`src/core/ics_pkg.sv`:
```
// Shared constants and types for the serial bus control bit sequencer.
package ics_pkg;

  // Register offsets on the plain register port.
  localparam logic [3:0] ICS_OFS_CTRL   = 4'h0;
  localparam logic [3:0] ICS_OFS_OWNADR = 4'h4;
  localparam logic [3:0] ICS_OFS_STATUS = 4'h8;
  localparam logic [3:0] ICS_OFS_MASK   = 4'hC;
  localparam logic [3:0] ICS_OFS_DATA   = 4'h0 + 4'hA;

  // Reset values; the clock release bit comes out of reset set.
  localparam logic [15:0] ICS_CTRL_RST   = 16'h1000;
  localparam logic [9:0]  ICS_OWNADR_RST = 10'h000;
  localparam logic [3:0]  ICS_EVT_RST    = 4'h0;
  localparam logic [7:0]  ICS_DATA_RST   = 8'h00;

  // Event bit positions in the status and mask registers.
  localparam int ICS_EV_MDONE = 0;
  localparam int ICS_EV_SADDR = 1;
  localparam int ICS_EV_GCALL = 2;
  localparam int ICS_EV_SRX   = 3;

  // Address patterns seen on the bus.
  localparam logic [7:0] ICS_GCALL_ADDR = 8'h00;
  localparam logic [4:0] ICS_TEN_PREFIX = 5'h1E;

  // Serial clock timing: one bit period split into four quarters.
  localparam int ICS_CLK_PERIOD_NS = 50;
  localparam int ICS_SCL_PERIOD_NS = 10000;
  localparam int ICS_QUARTER_CYC   = (ICS_SCL_PERIOD_NS / 4) / ICS_CLK_PERIOD_NS;

  // Control register layout, bit 15 down to bit 0.
  typedef struct packed {
    logic [2:0] unused;
    logic       clock_release_control;
    logic       accept_all_addresses;
    logic       ten_bit_addr_select;
    logic       slew_limit_disable;
    logic       smbus_threshold_select;
    logic       general_call_enable;
    logic       slave_clock_stretch_enable;
    logic       ack_value;
    logic       ack_sequence_request;
    logic       master_receive_request;
    logic       stop_request;
    logic       repeated_start_request;
    logic       start_request;
  } ics_ctrl_t;

  // Register port request.
  typedef struct packed {
    logic [3:0]  addr;
    logic [15:0] wdata;
    logic        wr;
    logic        rd;
  } ics_bus_req_t;

  // Master sequencer states.
  typedef enum logic [5:0] {
    M_IDLE   = 6'b000001,
    M_START  = 6'b000010,
    M_RSTART = 6'b000100,
    M_STOP   = 6'b001000,
    M_RECV   = 6'b010000,
    M_ACK    = 6'b100000
  } ics_mst_t;

  // Slave engine states.
  typedef enum logic [5:0] {
    S_IDLE  = 6'b000001,
    S_ADDR  = 6'b000010,
    S_ACK   = 6'b000100,
    S_RX    = 6'b001000,
    S_TX    = 6'b010000,
    S_TXACK = 6'b100000
  } ics_slv_t;

endpackage

```
`src/core/ics_sequencer.sv`:
```
// Serial bus control bits with master sequencer and addressed slave engine.
//
// Decided for this implementation: the placing of the registers and the address-and-strobe port.
`timescale 1ns/100ps
module ics_sequencer
  import ics_pkg::*;
#(
  parameter int QUARTER = ICS_QUARTER_CYC
)(
  // Clock and reset.
  input  wire logic        clk_sys,
  input  wire logic        reset,
  // Register port.
  input  wire ics_bus_req_t bus_req,
  output logic [15:0]      bus_rdata,
  // Serial pins, open drain.
  input  wire logic        sda_in,
  output logic             sda_out,
  output logic             sda_oe,
  input  wire logic        scl_in,
  output logic             scl_out,
  output logic             scl_oe,
  // Interrupt.
  output logic             irq
);

  ics_ctrl_t   ctrl_reg;
  logic [9:0]  own_addr_reg;
  logic [3:0]  status_reg;
  logic [3:0]  mask_reg;
  logic [7:0]  rx_data_reg;
  logic [7:0]  tx_data_reg;
  logic [15:0] rdata_reg;
  logic [1:0]  sda_sync_reg;
  logic [1:0]  scl_sync_reg;
  logic        sda_prev_reg;
  logic        scl_prev_reg;
  ics_mst_t    mst_state_reg;
  logic [1:0]  mph_reg;
  logic [2:0]  mbit_reg;
  logic [15:0] tick_cnt_reg;
  logic        mst_sda_low_reg;
  logic        mst_scl_low_reg;
  logic [7:0]  mshift_reg;
  ics_slv_t    slv_state_reg;
  logic [3:0]  sbit_reg;
  logic [7:0]  sshift_reg;
  logic        slv_sda_low_reg;
  logic        ten_hi_seen_reg;
  logic        rw_reg;
  logic        ack_next_tx_reg;
  logic        ten_lo_next_reg;
  logic        sda_s, scl_s, bus_start, bus_stop, scl_rise, scl_fall;
  logic        tick, mst_finish, byte_done, addr_done, rx_done, tx_start;
  logic        m_ack, m_gcall, m_ten_hi, slv_active, slv_scl_hold;
  logic [3:0]  evt_set;

  // Pins from outside pass two flip-flops; the edge logic reads the second and a one-cycle delayed copy of it.
  always_ff @(posedge clk_sys) begin
    if (reset) begin
      sda_sync_reg <= 2'h3;
      scl_sync_reg <= 2'h3;
      sda_prev_reg <= 1'b1;
      scl_prev_reg <= 1'b1;
    end else begin
      sda_sync_reg <= {sda_sync_reg[0], sda_in};
      scl_sync_reg <= {scl_sync_reg[0], scl_in};
      sda_prev_reg <= sda_sync_reg[1];
      scl_prev_reg <= scl_sync_reg[1];
    end
  end

  // Bus conditions and clock edges.
  assign sda_s     = sda_sync_reg[1];
  assign scl_s     = scl_sync_reg[1];
  assign bus_start = scl_s && scl_prev_reg && sda_prev_reg && !sda_s;
  assign bus_stop  = scl_s && scl_prev_reg && !sda_prev_reg && sda_s;
  assign scl_rise  = scl_s && !scl_prev_reg;
  assign scl_fall  = !scl_s && scl_prev_reg;

  // Quarter-bit tick; it waits while another device stretches a released clock.
  assign tick = (mst_state_reg != M_IDLE) && (tick_cnt_reg == 16'(QUARTER - 1));
  always_ff @(posedge clk_sys) begin
    if (reset || mst_state_reg == M_IDLE || tick) begin
      tick_cnt_reg <= 16'h0000;
    end else if (mst_scl_low_reg || scl_s) begin
      tick_cnt_reg <= tick_cnt_reg + 16'h0001;
    end
  end

  // Last quarter of each master sequence.
  always_comb begin
    mst_finish = 1'b0;
    if (tick) begin
      unique case (mst_state_reg)
        M_IDLE:   mst_finish = 1'b0;
        M_START:  mst_finish = (mph_reg == 2'h1);
        M_STOP:   mst_finish = (mph_reg == 2'h2);
        M_RECV:   mst_finish = (mph_reg == 2'h3) && (mbit_reg == 3'h7);
        M_RSTART,
        M_ACK:    mst_finish = (mph_reg == 2'h3);
      endcase
    end
  end

  // Master sequencer: drives the pins quarter by quarter.
  always_ff @(posedge clk_sys) begin
    if (reset) begin
      mst_state_reg   <= M_IDLE;
      mph_reg         <= 2'h0;
      mbit_reg        <= 3'h0;
      mst_sda_low_reg <= 1'b0;
      mst_scl_low_reg <= 1'b0;
      mshift_reg      <= ICS_DATA_RST;
    end else if (mst_state_reg == M_IDLE) begin
      mph_reg  <= 2'h0;
      mbit_reg <= 3'h0;
      if (ctrl_reg.start_request) begin
        mst_state_reg <= M_START;
      end else if (ctrl_reg.repeated_start_request) begin
        mst_state_reg <= M_RSTART;
      end else if (ctrl_reg.stop_request) begin
        mst_state_reg <= M_STOP;
      end else if (ctrl_reg.master_receive_request) begin
        mst_state_reg <= M_RECV;
      end else if (ctrl_reg.ack_sequence_request) begin
        mst_state_reg <= M_ACK;
      end
    end else if (tick) begin
      mph_reg <= mph_reg + 2'h1;
      if (mst_finish) begin
        mst_state_reg <= M_IDLE;
      end
      unique case (mst_state_reg)
        M_START: begin
          if (mph_reg == 2'h0) mst_sda_low_reg <= 1'b1;
          else mst_scl_low_reg <= 1'b1;
        end
        M_RSTART: begin
          unique case (mph_reg)
            2'h0: mst_sda_low_reg <= 1'b0;
            2'h1: mst_scl_low_reg <= 1'b0;
            2'h2: mst_sda_low_reg <= 1'b1;
            2'h3: mst_scl_low_reg <= 1'b1;
          endcase
        end
        M_STOP: begin
          if (mph_reg == 2'h0) mst_sda_low_reg <= 1'b1;
          else if (mph_reg == 2'h1) mst_scl_low_reg <= 1'b0;
          else mst_sda_low_reg <= 1'b0;
        end
        M_RECV: begin
          unique case (mph_reg)
            2'h0: mst_sda_low_reg <= 1'b0;
            2'h1: mst_scl_low_reg <= 1'b0;
            2'h2: mshift_reg      <= {mshift_reg[6:0], sda_s};
            2'h3: begin
              mst_scl_low_reg <= 1'b1;
              mbit_reg        <= mbit_reg + 3'h1;
            end
          endcase
        end
        M_ACK: begin
          unique case (mph_reg)
            2'h0: mst_sda_low_reg <= !ctrl_reg.ack_value;
            2'h1: mst_scl_low_reg <= 1'b0;
            2'h2: mst_scl_low_reg <= 1'b1;
            2'h3: mst_sda_low_reg <= 1'b0;
          endcase
        end
        M_IDLE: mph_reg <= 2'h0;
      endcase
    end
  end

  // Address decision for the byte held in the slave shift register.
  ics_addr_match u_match (
    .rx_byte     (sshift_reg),
    .ten_hi_seen (ten_hi_seen_reg),
    .own_addr    (own_addr_reg),
    .ctrl        (ctrl_reg),
    .ack         (m_ack),
    .gcall_hit   (m_gcall),
    .ten_hi_hit  (m_ten_hi)
  );

  // Slave byte boundaries, taken on the falling clock after the eighth bit.
  assign byte_done = scl_fall && (sbit_reg == 4'h8);
  assign addr_done = byte_done && (slv_state_reg == S_ADDR);
  assign rx_done   = byte_done && (slv_state_reg == S_RX);
  assign tx_start  = scl_fall && (slv_state_reg == S_ACK) && ack_next_tx_reg;
  assign slv_active = (slv_state_reg != S_IDLE) && (slv_state_reg != S_ADDR);

  // Slave engine: address phase, acknowledge, receive and transmit.
  always_ff @(posedge clk_sys) begin
    if (reset || bus_stop) begin
      slv_state_reg   <= S_IDLE;
      sbit_reg        <= 4'h0;
      sshift_reg      <= ICS_DATA_RST;
      slv_sda_low_reg <= 1'b0;
      ten_hi_seen_reg <= 1'b0;
      rw_reg          <= 1'b0;
      ack_next_tx_reg <= 1'b0;
      ten_lo_next_reg <= 1'b0;
    end else if (bus_start) begin
      slv_state_reg   <= S_ADDR;
      sbit_reg        <= 4'h0;
      slv_sda_low_reg <= 1'b0;
    end else if (scl_rise && sbit_reg != 4'h8 && (slv_state_reg == S_ADDR || slv_state_reg == S_RX)) begin
      sshift_reg <= {sshift_reg[6:0], sda_s};
      sbit_reg   <= sbit_reg + 4'h1;
    end else if (scl_rise && slv_state_reg == S_TXACK) begin
      slv_state_reg <= sda_s ? S_IDLE : S_TX;
      sbit_reg      <= 4'h0;
    end else if (addr_done) begin
      sbit_reg        <= 4'h0;
      slv_sda_low_reg <= m_ack;
      slv_state_reg   <= m_ack ? S_ACK : S_IDLE;
      // The low byte of a ten-bit address carries no direction bit.
      rw_reg          <= ten_hi_seen_reg ? rw_reg : sshift_reg[0];
      ack_next_tx_reg <= sshift_reg[0] && !m_ten_hi && !ten_hi_seen_reg;
      ten_lo_next_reg <= m_ten_hi;
      if (m_ten_hi) ten_hi_seen_reg <= 1'b1;
    end else if (rx_done) begin
      sbit_reg        <= 4'h0;
      slv_sda_low_reg <= 1'b1;
      slv_state_reg   <= S_ACK;
      ack_next_tx_reg <= 1'b0;
    end else if (scl_fall && slv_state_reg == S_ACK) begin
      if (ack_next_tx_reg) begin
        slv_state_reg   <= S_TX;
        slv_sda_low_reg <= !tx_data_reg[7];
        sshift_reg      <= {tx_data_reg[6:0], 1'b1};
        sbit_reg        <= 4'h1;
      end else if (ten_lo_next_reg && !rw_reg) begin
        slv_state_reg   <= S_ADDR;
        slv_sda_low_reg <= 1'b0;
        ten_lo_next_reg <= 1'b0;
      end else begin
        slv_state_reg   <= S_RX;
        slv_sda_low_reg <= 1'b0;
      end
    end else if (scl_fall && slv_state_reg == S_TX) begin
      if (sbit_reg == 4'h8) begin
        slv_sda_low_reg <= 1'b0;
        slv_state_reg   <= S_TXACK;
      end else begin
        slv_sda_low_reg <= !sshift_reg[7];
        sshift_reg      <= {sshift_reg[6:0], 1'b1};
        sbit_reg        <= sbit_reg + 4'h1;
      end
    end
  end

  // Slave holds the clock low while its release bit is clear.
  assign slv_scl_hold = slv_active && !ctrl_reg.clock_release_control && !scl_s;

  // Open-drain pins: drive low only, enable while pulling.
  assign sda_out = 1'b0;
  assign scl_out = 1'b0;
  assign sda_oe  = mst_sda_low_reg || slv_sda_low_reg;
  assign scl_oe  = mst_scl_low_reg || slv_scl_hold;

  // Control register: software writes, hardware clears finished requests and release.
  always_ff @(posedge clk_sys) begin
    if (reset) begin
      ctrl_reg <= ICS_CTRL_RST;
    end else begin
      if (bus_req.wr && bus_req.addr == ICS_OFS_CTRL) begin
        ctrl_reg        <= ics_ctrl_t'(bus_req.wdata);
        ctrl_reg.unused <= 3'h0;
        if (!ctrl_reg.slave_clock_stretch_enable) begin
          ctrl_reg.clock_release_control <= ctrl_reg.clock_release_control | bus_req.wdata[12];
        end
      end
      if (tx_start || (rx_done && ctrl_reg.slave_clock_stretch_enable)) begin
        ctrl_reg.clock_release_control <= 1'b0;
      end
      if (mst_finish) begin
        unique case (mst_state_reg)
          M_START:  ctrl_reg.start_request          <= 1'b0;
          M_RSTART: ctrl_reg.repeated_start_request <= 1'b0;
          M_STOP:   ctrl_reg.stop_request           <= 1'b0;
          M_RECV:   ctrl_reg.master_receive_request <= 1'b0;
          M_ACK:    ctrl_reg.ack_sequence_request   <= 1'b0;
          M_IDLE:   ctrl_reg.start_request          <= ctrl_reg.start_request;
        endcase
      end
    end
  end

  // Plain storage registers: own address, mask and transmit byte.
  always_ff @(posedge clk_sys) begin
    if (reset) begin
      own_addr_reg <= ICS_OWNADR_RST;
      mask_reg     <= ICS_EVT_RST;
      tx_data_reg  <= ICS_DATA_RST;
    end else if (bus_req.wr) begin
      if (bus_req.addr == ICS_OFS_OWNADR) own_addr_reg <= bus_req.wdata[9:0];
      if (bus_req.addr == ICS_OFS_MASK)   mask_reg     <= bus_req.wdata[3:0];
      if (bus_req.addr == ICS_OFS_DATA)   tx_data_reg  <= bus_req.wdata[7:0];
    end
  end

  // Received byte from either the master receive or the slave receive.
  always_ff @(posedge clk_sys) begin
    if (reset) begin
      rx_data_reg <= ICS_DATA_RST;
    end else if (mst_finish && mst_state_reg == M_RECV) begin
      rx_data_reg <= mshift_reg;
    end else if (rx_done) begin
      rx_data_reg <= sshift_reg;
    end
  end

  // Sticky events; a new event wins over a write-one clear in the same cycle.
  always_comb begin
    evt_set               = 4'h0;
    evt_set[ICS_EV_MDONE] = mst_finish;
    evt_set[ICS_EV_SADDR] = addr_done && m_ack && !m_gcall;
    evt_set[ICS_EV_GCALL] = addr_done && m_gcall && ctrl_reg.general_call_enable;
    evt_set[ICS_EV_SRX]   = rx_done;
  end

  always_ff @(posedge clk_sys) begin
    if (reset) begin
      status_reg <= ICS_EVT_RST;
    end else if (bus_req.wr && bus_req.addr == ICS_OFS_STATUS) begin
      status_reg <= (status_reg & ~bus_req.wdata[3:0]) | evt_set;
    end else begin
      status_reg <= status_reg | evt_set;
    end
  end

  assign irq = |(status_reg & mask_reg);

  // Read data stand in the cycle after the read strobe; unmapped reads give zero.
  always_ff @(posedge clk_sys) begin
    if (reset) begin
      rdata_reg <= 16'h0000;
    end else if (bus_req.rd) begin
      unique case (bus_req.addr)
        ICS_OFS_CTRL:   rdata_reg <= 16'(ctrl_reg);
        ICS_OFS_OWNADR: rdata_reg <= {6'h00, own_addr_reg};
        ICS_OFS_STATUS: rdata_reg <= {12'h000, status_reg};
        ICS_OFS_MASK:   rdata_reg <= {12'h000, mask_reg};
        ICS_OFS_DATA:   rdata_reg <= {8'h00, rx_data_reg};
        default:        rdata_reg <= 16'h0000;
      endcase
    end else begin
      rdata_reg <= 16'h0000;
    end
  end

  assign bus_rdata = rdata_reg;

  // Checks on the documented behaviour.
  accept_all_ack_a: assert property (@(posedge clk_sys) disable iff (reset)
    (addr_done && ctrl_reg.accept_all_addresses) |=> (slv_state_reg == S_ACK) && sda_oe)
    else $error("accept-all address not acknowledged");

  seven_bit_a: assert property (@(posedge clk_sys) disable iff (reset)
    (addr_done && !ctrl_reg.ten_bit_addr_select && sshift_reg != ICS_GCALL_ADDR
     && sshift_reg[7:1] == own_addr_reg[6:0]) |=> slv_state_reg == S_ACK)
    else $error("seven-bit own address not acknowledged");

  gcall_irq_a: assert property (@(posedge clk_sys) disable iff (reset)
    (addr_done && m_gcall && ctrl_reg.general_call_enable) |=> status_reg[ICS_EV_GCALL])
    else $error("general call event not raised");

  gcall_nack_a: assert property (@(posedge clk_sys) disable iff (reset)
    (addr_done && m_gcall && !ctrl_reg.general_call_enable && !ctrl_reg.accept_all_addresses)
    |=> slv_state_reg == S_IDLE && !status_reg[ICS_EV_GCALL] ##1 !slv_sda_low_reg)
    else $error("general call answered while disabled");

  stretch_hold_a: assert property (@(posedge clk_sys) disable iff (reset)
    (slv_active && !ctrl_reg.clock_release_control && !scl_s) |-> scl_oe)
    else $error("slave failed to hold the clock");

  release_clear_a: assert property (@(posedge clk_sys) disable iff (reset)
    (rx_done && ctrl_reg.slave_clock_stretch_enable) |=> !ctrl_reg.clock_release_control)
    else $error("release bit not cleared after slave receive");

  ack_value_a: assert property (@(posedge clk_sys) disable iff (reset)
    (mst_state_reg == M_ACK && mph_reg != 2'h0) |-> mst_sda_low_reg == !ctrl_reg.ack_value)
    else $error("wrong acknowledge value driven");

  ack_clear_a: assert property (@(posedge clk_sys) disable iff (reset)
    (mst_finish && mst_state_reg == M_ACK) |=> !ctrl_reg.ack_sequence_request && !mst_sda_low_reg)
    else $error("acknowledge request not cleared");

  recv_clear_a: assert property (@(posedge clk_sys) disable iff (reset)
    (mst_finish && mst_state_reg == M_RECV) |-> mbit_reg == 3'h7 ##1 !ctrl_reg.master_receive_request)
    else $error("receive request not cleared after eighth bit");

  stop_seq_a: assert property (@(posedge clk_sys) disable iff (reset)
    (mst_finish && mst_state_reg == M_STOP) |=> !ctrl_reg.stop_request && !sda_oe && !mst_scl_low_reg)
    else $error("stop sequence did not end released");

  rstart_seq_a: assert property (@(posedge clk_sys) disable iff (reset)
    (mst_finish && mst_state_reg == M_RSTART) |=> !ctrl_reg.repeated_start_request && mst_scl_low_reg)
    else $error("repeated start not completed");

  start_seq_a: assert property (@(posedge clk_sys) disable iff (reset)
    (mst_finish && mst_state_reg == M_START) |=> !ctrl_reg.start_request && mst_sda_low_reg && mst_scl_low_reg)
    else $error("start sequence not completed");

  start_cov_c: cover property (@(posedge clk_sys) disable iff (reset) mst_finish && mst_state_reg == M_START);
  recv_cov_c: cover property (@(posedge clk_sys) disable iff (reset) mst_finish && mst_state_reg == M_RECV);
  slave_tx_cov_c: cover property (@(posedge clk_sys) disable iff (reset) tx_start);
  gcall_cov_c: cover property (@(posedge clk_sys) disable iff (reset) evt_set[ICS_EV_GCALL]);

endmodule

```
`src/core/ics_addr_match.sv`:
```
// Slave address decision for one received address byte.
`timescale 1ns/100ps
module ics_addr_match
  import ics_pkg::*;
(
  // Received byte and context.
  input  wire logic [7:0] rx_byte,
  input  wire logic       ten_hi_seen,
  input  wire logic [9:0] own_addr,
  // Configuration.
  input  wire ics_ctrl_t  ctrl,
  // Decision.
  output logic            ack,
  output logic            gcall_hit,
  output logic            ten_hi_hit
);

  logic ten_hi_byte;

  // The upper byte of a ten-bit address carries the prefix and address bits 9:8.
  assign ten_hi_byte = (rx_byte[7:3] == ICS_TEN_PREFIX) && (rx_byte[2:1] == own_addr[9:8]);

  // Decide whether this byte is answered with an acknowledge.
  always_comb begin
    gcall_hit  = (rx_byte == ICS_GCALL_ADDR) && !ten_hi_seen;
    ten_hi_hit = ctrl.ten_bit_addr_select && !ten_hi_seen && ten_hi_byte;
    ack        = 1'b0;
    if (ctrl.accept_all_addresses) begin
      ack = 1'b1;
    end else if (gcall_hit) begin
      ack = ctrl.general_call_enable;
    end else if (ctrl.ten_bit_addr_select) begin
      ack = ten_hi_seen ? (rx_byte == own_addr[7:0]) : ten_hi_byte;
    end else begin
      ack = (rx_byte[7:1] == own_addr[6:0]);
    end
  end

endmodule

```
`config.mk`:
```
export PLATFORM = sky130hd
export DESIGN_NAME = ics_sequencer
export DESIGN_NICKNAME = d
export VERILOG_FILES = /design/src/core/ics_pkg.sv /design/src/core/ics_sequencer.sv /design/src/core/ics_addr_match.sv
export SDC_FILE = /design/constraint.sdc
export NUM_CORES = 1
export LEC_CHECK = 0
export BUFFER_PORTS_ARGS = -buffer_cell sky130_fd_sc_hd__buf_2
export CORE_ASPECT_RATIO = 0.7
export CORE_MARGIN = 3
export CORE_UTILIZATION = 40
export DETAILED_ROUTE_END_ITERATION = 10
export PLACE_DENSITY = 0.58
export SLEW_MARGIN = 20
export SYNTH_ARGS = -nofsm -noshare
export SYNTH_HDL_FRONTEND = slang
export SYNTH_SLANG_ARGS = --single-unit
```
`constraint.sdc`:
```
create_clock -name clk_sys -period 5.8 [get_ports clk_sys]
set_input_delay 0.29 -clock clk_sys [delete_from_list [all_inputs] [get_ports clk_sys]]
set_output_delay 0.29 -clock clk_sys [all_outputs]
set_load 0.1 [all_outputs]
```
==> metrics.yaml, run 1 <==
status: "finished, final reports clean"
cts_setup_buffers: 0
die_h_um: 111
path_cells: "inv_1, ha_1, and3b_1, nand4_1, mux2i_1, a211oi_1, a41o_1"
gr-total-overflow: 0
synth-main-ff-cell: "dfxtp_1"
place_area_sq_um: 6510
htreeDepth: 4
endpoint: "rx_data_reg[0]"
ff2ff_setup_slack_ns: 3.08
cts_tree: "yes"
hold_viol: 0
fin_setup_tns_ns: 0
io-pin-count: 47
yosys-top-cells-count: "dfxtp_1, nor2_1, nand2_1"
synth-async-reset-ratio: 0
synth_area_sq_um: 6250
n_antenna_cell: 0
max_slew.worst_pin.slew_ns: 1.06
root_buffer: "clkbuf_16"
port_buffers: 38
ir_drop_mv: 0.198
min_path_type: "in2reg"
maxSlewHeadroom: 0.290
synth_top_cell_area_share: 0.404
via_per_inst: 5.86
fp.coreArea_sq_um: 15000
synth_most_common_cell: "dfxtp_1"
max_freq_mhz: 367
place.gp.congestion: 0.905
cts_buffer_depth: 2
placementRows: 37
dpl.hpwl_um: 12200
cap_violations: 0
skew_ns: 0.00860
fin_crit_sh: 0.470
finalMaxSlewViolations: 0
rsz0062_at_grt: "false"
layout.cells.non_filler: 961
cp-end-kind: "flip-flop"
cts.clk_slew.worst_paths_ns: 0.05
ctsResizeCount: 0
yosysTopAreaCell: "dfxtp_1"
die-area_sq_um: 17200
post-route-util: 0.472
drtIter0Drc: 472
dr.pass1.iters: 7
avgRoutedWirePerCell_um: 18.2
yosys_warnings: 0
cp-startpoint: "sbit_reg[0]"
synth_edf_count: 0
drive_gt1_frac: 0.127
grt_max_degree: 70
grt_antenna_before_repair: 0
area_growth_syn_to_layout_pct: 13.2
r2r_cells: 7
ys_types: 81
cp-start-kind: "flip-flop"
holdWs_ns: 0.0635
grt_usage: 0.207
path_class: "reg2reg"
synth-seq-area-share: 0.404
die_w_um: 155
avgSynthCellArea_sq_um: 8.43
clkSinkCount: 126
vias: 5628
drc: 0
clock_latency_ns: 0.41
placed_cells: 930
cpPeakStageDelay_ns: 0.71
critical_path_arrival_ns: 3.03
cp.required_ns: 6.10
holdBufCountCts: 0
synth_cells: 741
post-place-ws_ns: 3.03
start_util: 0.417
finalSetupViolCount: 0
finalPower_mw: 2.00
first_global_vias: 5396
r2r_start: "sbit_reg[0]"
grt_pass1_wl_um: 28800
cp_max_fo: 16
numCtsBuffers: 17
fin_ws_ns: 3.08
ant_nets: 0
p_leak_nw: 2.58
critPathSlowestCell: "nand4_1"
ys_seq_elements: 126
stdcell_area_sq_um: 7080
largest_register_ffs: 16
powerDensity_nw_per_um2: 283
finalNetCount: 791
period_minus_slack_ns: 2.72
synth_area_leaders: "dfxtp_1, a21oi_1, nor2_1"
wl_um: 17500
rr_endpoint: "rx_data_reg[0]"
routing by layer:
layer	part of all wire	global-route usage	wire [um]
met1	0.49	0.309	8580
met2	0.43	0.299	7470
met3	0.069	0.0403	1210
met4	0.014	0.0601	240
met5	0	0	0
cells by family after synthesis:
family,count (synthesis),share of synthesized area
adder cells (fa/ha/maj),11,0.0220
XOR/XNOR,36,0.0505
buffers and inverters,66,0.0460
AO/OA/AOI/OAI,161,0.179
multiplexers,22,0.0354
AND/OR/NAND/NOR,318,0.263
other,1,0.000600
flip-flops,126,0.404
cell usage in the layout (no fill, tap or decap), types with 4 or more instances in the layout:
| cell | instances |
|---|---|
| dfxtp_1 | 126 |
| nor2_1 | 79 |
| nand2_1 | 77 |
| a21oi_1 | 61 |
| buf_2 | 38 |
| nand3_1 | 37 |
| mux2i_1 | 21 |
| xnor2_1 | 20 |
| nor3_1 | 20 |
| clkbuf_16 | 17 |
| xor2_1 | 16 |
| nand4_1 | 16 |
| inv_1 | 14 |
| a211oi_1 | 11 |
| ha_1 | 11 |
| or2_2 | 9 |
| a22oi_1 | 9 |
| o21ai_0 | 9 |
| nor2b_1 | 8 |
| nand2b_1 | 8 |
| a41o_1 | 8 |
| and2_1 | 8 |
| a222oi_1 | 8 |
| and3_1 | 7 |
| o22ai_1 | 7 |
| nor4_1 | 6 |
| nand3b_1 | 6 |
| or4_1 | 5 |
| a31oi_1 | 5 |
| conb_1 | 5 |
| o21ai_1 | 4 |
| or3_1 | 4 |
| o21a_1 | 4 |
| clkinvlp_4 | 4 |
| clkinv_2 | 4 |
| buf_4 | 4 |
worst min-delay path by stage:
stage	startpoint	end	cells past startpoint	slack (ns)
final	scl_in	scl_sync_reg[0]	2	0.06
after CTS	scl_in	scl_sync_reg[0]	2	0.05
after floorplan	scl_sync_reg[0]	scl_sync_reg[1]	1	0.39
after global routing	scl_in	scl_sync_reg[0]	2	0.05
after detailed placement	scl_sync_reg[0]	scl_sync_reg[1]	1	0.39
after global placement	scl_sync_reg[0]	scl_sync_reg[1]	1	0.40
cell type report:
type                       instances  area (sq um)
tap                              195           244
timing repair buffer              42           220
sequential                       126          2520
clock inverter                    10          88.8
fill                            1433          7920
inverter                          14          52.6
clock buffer                      21           470
multi-input combinational        553          3480
power by group:
part	internal [mW]	switching, mW	leakage, nW
clock	0.618	0.395	0.267
combinational	0.0271	0.0739	1.30
sequential	0.874	0.0129	1.02
critical path: cells and delay by family (launching register included):
| family | cells | cell delay [ns] |
|---|---|---|
| simple gates | 2 | 1.29 |
| buf+inv | 1 | 0.11 |
| flops | 1 | 0.33 |
| fa+ha+maj | 1 | 0.17 |
| compound gates | 2 | 0.32 |
| mux | 1 | 0.38 |
Note: power is estimated with default switching activity, not from simulation.
==> run 2, diff against run 1 <==
--- a/config.mk
+++ b/config.mk
@@ -10,7 +10,7 @@
 export CORE_MARGIN = 3
 export CORE_UTILIZATION = 40
 export DETAILED_ROUTE_END_ITERATION = 10
-export PLACE_DENSITY = 0.58
+export PLACE_DENSITY = 0.6
 export SLEW_MARGIN = 20
 export SYNTH_ARGS = -nofsm -noshare
 export SYNTH_HDL_FRONTEND = slang
==> constraint.sdc (replaced) <==
create_clock -name clk_sys -period 2.3 [get_ports clk_sys]
set_input_delay 0.115 -clock clk_sys [delete_from_list [all_inputs] [get_ports clk_sys]]
set_output_delay 0.115 -clock clk_sys [all_outputs]
set_load 0.1 [all_outputs]
==> run 2 against run 1 <==
Net effect:
- die area unchanged
- combinational power increased to 2.9 times the previous value
- sequential power increased to 2.5 times the previous value
- routed wire length increased by 3.9%
- via count increased by 4.6%
- count of clock-buffer cells in the layout decreased by 4
- clock power increased to 3.0 times the previous value
- global-route usage increased by 0.11 points
- highest routed layer unchanged
==> metrics.yaml, run 2 (synthesis results as in run 1) <==
start_util: 0.417  # unchanged
ant_nets: 0  # unchanged
hold_viol: 0  # unchanged
critical_path_arrival_ns: 2.54  # -0.49 ns
use_met3: 0.0490  # +0.00862
wl_um: 18200  # +3.9%
largest_register_ffs: 16  # unchanged
hold_path_depth: 3  # +1
max_slew.worst_pin.slew_ns: 0.791  # -0.267 ns
grt_usage: 0.208  # +0.00110
period_minus_slack_ns: 2.20  # -0.522 ns
place_area_sq_um: 6800  # +4.4%
grt_pass1_wl_um: 28900  # +0.62%
layout_commonest_cell: "dfxtp_1"
max_freq_mhz: 454  # +24%
cp.required_ns: 2.64  # -3.46 ns
grt_use_met1: 0.308  # -0.000819
finalSetupViolCount: 0  # unchanged
min_path_type: "in2reg"
cts_buffer_depth: 2  # unchanged
cts_tree: "yes"
io-pin-count: 47  # unchanged
place.gp.congestion: 0.909  # +0.40%
holdWs_ns: 0.0210  # -0.0425 ns
port_buffers: 38  # unchanged
placed_cells: 968  # +4.1%
met2_usage: 0.297  # -0.00173
dr.pass1.iters: 5  # -2
numCtsBuffers: 17  # unchanged
skew_ns: 0.0130  # +0.00438 ns
layout.cells.non_filler: 1013  # +5.4%
cts.clk_slew.worst_paths_ns: 0.06  # about the same
whs_endpoint: "own_addr_reg[3]"
area_growth_syn_to_layout_pct: 21.5
drc: 0  # unchanged
rr_endpoint: "slv_state_reg[1]"
cp-end-kind: "flip-flop"
die-area_sq_um: 17200  # unchanged
cp_max_fo: 4  # -12
finalPower_mw: 5.53  # +180%
grt_antenna_before_repair: 0  # unchanged
powerDensity_nw_per_um2: 729  # +160%
status: "finished, final reports clean"
gr-total-overflow: 0  # unchanged
post-route-util: 0.506  # +0.0343
die_h_um: 111  # unchanged
drtIter0Drc: 527  # +12%
r2r_cells: 8  # +1
ir_drop_mv: 0.452  # +130%
cap_violations: 0  # unchanged
path_class: "reg2reg"
finalNetCount: 842  # +6.4%
root_buffer: "clkbuf_16"
top_usage_layer: "met1"
clock_latency_ns: 0.42  # about the same
first_global_vias: 5408  # +0.22%
rsz0062_at_grt: "false"
clkSinkCount: 126  # unchanged
n_antenna_cell: 0  # unchanged
maxSlewHeadroom: 0.470  # +0.181
cp-startpoint: "sbit_reg[0]"
htreeDepth: 4  # unchanged
cp-start-kind: "flip-flop"
dpl.hpwl_um: 13100  # +7.5%
hold_start: "bus_req[5]"
r2r_start: "sbit_reg[0]"
via_per_inst: 5.81  # -0.75%
grt_max_degree: 62  # -11%
stdcell_area_sq_um: 7590  # +7.3%
fp.coreArea_sq_um: 15000  # unchanged
finalMaxSlewViolations: 0  # unchanged
ff2ff_setup_slack_ns: 0.1  # -2.98 ns
p_leak_nw: 2.89  # +12%
fin_crit_sh: 0.957  # +0.487
vias: 5888  # +4.6%
avgRoutedWirePerCell_um: 18.0  # -1.4%
placementRows: 37  # unchanged
die_w_um: 155  # unchanged
final_cell_mix: "dfxtp_1, nor2_1, nand2_1, a21oi_1, buf_4"
drive_gt1_frac: 0.172  # +0.0457
[run 2: cell types whose count changed in the layout (fill, tap and decap cells not counted), moves of 3 or more]
cell	change
buf_4	+41
bufinv_16	+4
clkbuf_8	-3
clkinv_2	-3
clkinv_4	+5
clkinvlp_4	-4
dlygate4sd3_1	+10
inv_6	+3
[run 2: critical path, stage by stage, from the launching register on]
cell and delay, ns:
dfxtp_1 0.37, inv_1 0.09, ha_1 0.22, and3b_1 0.20
and4_1 0.17, buf_4 0.15, nor4_1 0.58, o21ai_0 0.19
a21oi_1 0.17
[run 2: power breakdown]
group	total (mW)	internal, mW	switching, mW
Sequential	2.23	2.20	0.0285
Clock	3.01	1.94	1.07
Combinational	0.289	0.0940	0.195
[run 2: worst max-delay path by stage]
stage,end,slack [ns],cells past startpoint
after floorplan,sbit_reg[1],0.19,8
after global placement,sbit_reg[2],0.1,7
after detailed placement,sbit_reg[1],-0.11,7
after CTS,slv_state_reg[1],0.12,8
after global routing,sbit_reg[3],0.02,5
final,slv_state_reg[1],0.1,8
[run 2: area by class of cell]
type                    count  area [sq um]
clock buffers              17           425
clock inverters            15           234
fillers                  1418          7410
inverters                  14          52.6
multi-input cells         553          3480
flip-flops and latches    126          2520
well taps                 195           244
repair buffers             93           628
[run 2: routing by layer]
metal / vias up / share of wire
met5: - / 0
met4: 0 / 0.013
met3: 27 / 0.074
met2: 248 / 0.43
met1: 2804 / 0.49
li1: 2809 / -
[run 2: timing repair]
action                                  CTS  global route
endpoints found under the hold margin    16             0
hold buffers                             10             0
resized for setup                         1             1
pin swaps                                 0             1
buffers inserted                          0             3
endpoints found under the setup margin    3             6
[run 2: metrics by stage]
step | setup TNS, ns | worst slack, ns
after floorplan | 0 | 0.187
after global placement | 0 | 0.0988
after detailed placement | -0.264 | -0.111
after CTS | 0 | 0.124
after global routing | 0 | 0.0244
final | 0 | 0.0990
==> run 3, diff against run 2 <==
--- a/config.mk
+++ b/config.mk
@@ -5,6 +5,7 @@
 export SDC_FILE = /design/constraint.sdc
 export NUM_CORES = 1
 export LEC_CHECK = 0
+export ABC_AREA = 1
 export BUFFER_PORTS_ARGS = -buffer_cell sky130_fd_sc_hd__buf_2
 export CORE_ASPECT_RATIO = 0.7
 export CORE_MARGIN = 3
==> run 3 against run 2 <==
Net effect:
- sequential share of layout area increased by 0.24 points
- synthesized cell count is 24% higher
- die area grew 3.3%
- fmax increased by 5.4%
- largest cell class unchanged
- power shrank 3.3%
- design area down 0.71%
- count of clock-buffer cells in the layout increased by 3
- routed wire length shrank 5.5%
- highest routed layer unchanged
- flip-flop and latch count unchanged
==> metrics.yaml, run 3 <==
layout.cells.non_filler: 1187  # +17%
clock_latency_ns: 0.42  # about the same
path_class: "reg2out"
max_freq_mhz: 479  # +5.4%
htreeDepth: 4  # unchanged
placementRows: 38  # +2.7%
synth-main-ff-cell: "dfxtp_1"
layout_commonest_cell: "nand2_1"
grt_usage: 0.199  # -0.00845
powerDensity_nw_per_um2: 709  # -2.7%
grt_antenna_before_repair: 0  # unchanged
max_slew.worst_pin.slew_ns: 0.596  # -0.195 ns
cp-end-kind: "output port"
fp.coreArea_sq_um: 15600  # +4.3%
maxSlewHeadroom: 0.602  # +0.131
whs_endpoint: "own_addr_reg[7]"
synth_compound_area_frac: 0.169  # -0.00940
ctsResizeCount: 0  # -1
finalMaxSlewViolations: 0  # unchanged
yosysTopAreaCell: "dfxtp_1"
holdBufCountCts: 7  # -3
status: "finished, final reports clean"
gr-total-overflow: 0  # unchanged
cts_setup_buffers: 0  # unchanged
die-area_sq_um: 17700  # +3.3%
synth_top_cell_area_share: 0.390  # -0.0134
die_h_um: 112  # +1.6%
ys_seq_elements: 126  # unchanged
fin_setup_tns_ns: 0  # unchanged
synth_cells: 920  # +24%
fin_crit_sh: 0.908  # -0.0488
dr.pass1.iters: 5  # unchanged
dpl.hpwl_um: 12900  # -1.4%
use_met3: 0.0424  # -0.00657
port_buffers: 38  # unchanged
synth_top_family_by_area: "simple AND/OR/NAND/NOR gates"
min_path_type: "in2reg"
synth-seq-area-share: 0.390  # -0.0134
top_usage_layer: "met1"
grt_pass1_wl_um: 28000  # -3.3%
skew_ns: 0.00892  # -0.00406 ns
clkSinkCount: 126  # unchanged
ant_nets: 0  # unchanged
numCtsBuffers: 17  # unchanged
yosys-top-cells-count: "nand2_1, inv_1, dfxtp_1"
area_growth_syn_to_layout_pct: 16.6
rr_endpoint: "mshift_reg[3]"
holdWs_ns: 0.0263  # +0.00537 ns
io-pin-count: 47  # unchanged
rsz0062_at_grt: "false"
synth_area_sq_um: 6460  # +3.4%
period_minus_slack_ns: 2.09  # -0.112 ns
finalNetCount: 1011  # +20%
muxShareOfSynthArea: 0  # -0.0354
synthAdderAreaFrac: 0.0213  # -0.000729
cts_tree: "yes"
n_antenna_cell: 0  # unchanged
r2r_start: "tick_cnt_reg[8]"
cp.required_ns: 2.18  # -0.46 ns
hold_path_depth: 3  # unchanged
wl_um: 17200  # -5.5%
finalSetupViolCount: 0  # unchanged
r2r_cells: 8  # unchanged
synth-async-reset-ratio: 0  # unchanged
grt_use_met1: 0.325  # +0.0163
grt_max_degree: 24  # -61%
place.gp.congestion: 0.904  # -0.52%
cts_buffer_depth: 2  # unchanged
first_global_vias: 5386  # -0.41%
yosys_warnings: 0  # unchanged
ff2ff_setup_slack_ns: 0.31  # +0.21 ns
final_cell_mix: "nand2_1, inv_1, dfxtp_1, nor2_1, o21ai_0"
ir_drop_mv: 0.463  # +2.6%
largest_register_ffs: 16  # unchanged
drive_gt1_frac: 0.145  # -0.0275
fillCellCount: 1591  # +12%
drc: 0  # unchanged
via_per_inst: 5.08  # -13%
cap_violations: 0  # unchanged
synth_most_common_cell: "nand2_1"
hold_start: "bus_req[9]"
ys_types: 43  # -47%
p_leak_nw: 3.18  # +10%
hold_viol: 0  # unchanged
critical_path_arrival_ns: 1.97  # -0.57 ns
cp_max_fo: 5  # +1
synth_edf_count: 0  # unchanged
cts.clk_slew.worst_paths_ns: 0.06  # about the same
cp-start-kind: "flip-flop"
avgRoutedWirePerCell_um: 14.5  # -19%
die_w_um: 158  # +1.6%
avgSynthCellArea_sq_um: 7.03  # -17%
start_util: 0.413  # -0.00345
met2_usage: 0.262  # -0.0357
drtIter0Drc: 523  # -0.76%
synth_area_leaders: "dfxtp_1, nand2_1, inv_1"
synth-simple-area-share: 0.300  # +0.0366
placed_cells: 1148  # +19%
root_buffer: "clkbuf_16"
vias: 6030  # +2.4%
synthXorXnorAreaFrac: 0.00949  # -0.0410
run 3: cell type report:
class	instances	area, sq um	area share
clock buffers	20	467	0.0619
clock inverters	12	135	0.0179
inverters	150	563	0.0747
multi-input cells	623	3260	0.432
flip-flops and latches	126	2520	0.335
well taps	200	250	0.0332
repair buffers	56	343	0.0455
run 3: through the flow:
stage	setup WS, ns	power (mW)	util	area, sq um
global route	0.0929	5.55	0.482	7540
CTS	0.201	5.38	0.482	7540
detailed placement	0.336	2.65	0.439	6870
global placement	0.356	2.65	0.439	6870
finish	0.211	5.35	0.482	7540
floorplan	-0.216	2.55	-	6490
run 3: kinds of logic after synthesis:
| group | after synthesis |
|---|---|
| flip-flops | 126 |
| buffers and inverters | 175 |
| XOR/XNOR | 7 |
| other | 1 |
| AO/OA/AOI/OAI | 197 |
| AND/OR/NAND/NOR | 403 |
| adder cells (fa/ha/maj) | 11 |
run 3: worst max-delay path: stages, from the launching register on:
cell     delay (ns)
dfxtp_1        0.41
nor2_1         0.08
nand4_1        0.16
inv_1          0.08
o41ai_2        0.33
buf_2          0.49
run 3: how the worst max path moves through the flow:
stage                     startpoint             to  slack [ns]  cells after the start
finish              slv_state_reg[3]         scl_oe        0.21                      5
global route        slv_state_reg[3]         scl_oe        0.09                      5
CTS                 slv_state_reg[3]         scl_oe        0.20                      5
detailed placement   tick_cnt_reg[8]    mbit_reg[1]        0.34                      8
global placement     tick_cnt_reg[8]  mshift_reg[4]        0.36                      8
floorplan           slv_state_reg[4]         scl_oe       -0.22                      4
run 3: power by group:
| group | total (mW) | switching [mW] | internal, mW |
|---|---|---|---|
| Sequential | 2.24 | 0.0275 | 2.21 |
| Combinational | 0.375 | 0.264 | 0.111 |
| Clock | 2.73 | 1.04 | 1.69 |
run 3: routing by layer:
layer | part of all wire | routed length (um) | vias to the layer above
met3 | 0.059 | 1020 | 11
met4 | 0.0066 | 114 | 0
met2 | 0.38 | 6460 | 172
met1 | 0.56 | 9590 | 2736
li1 | - | - | 3111
met5 | 0 | 0 | -
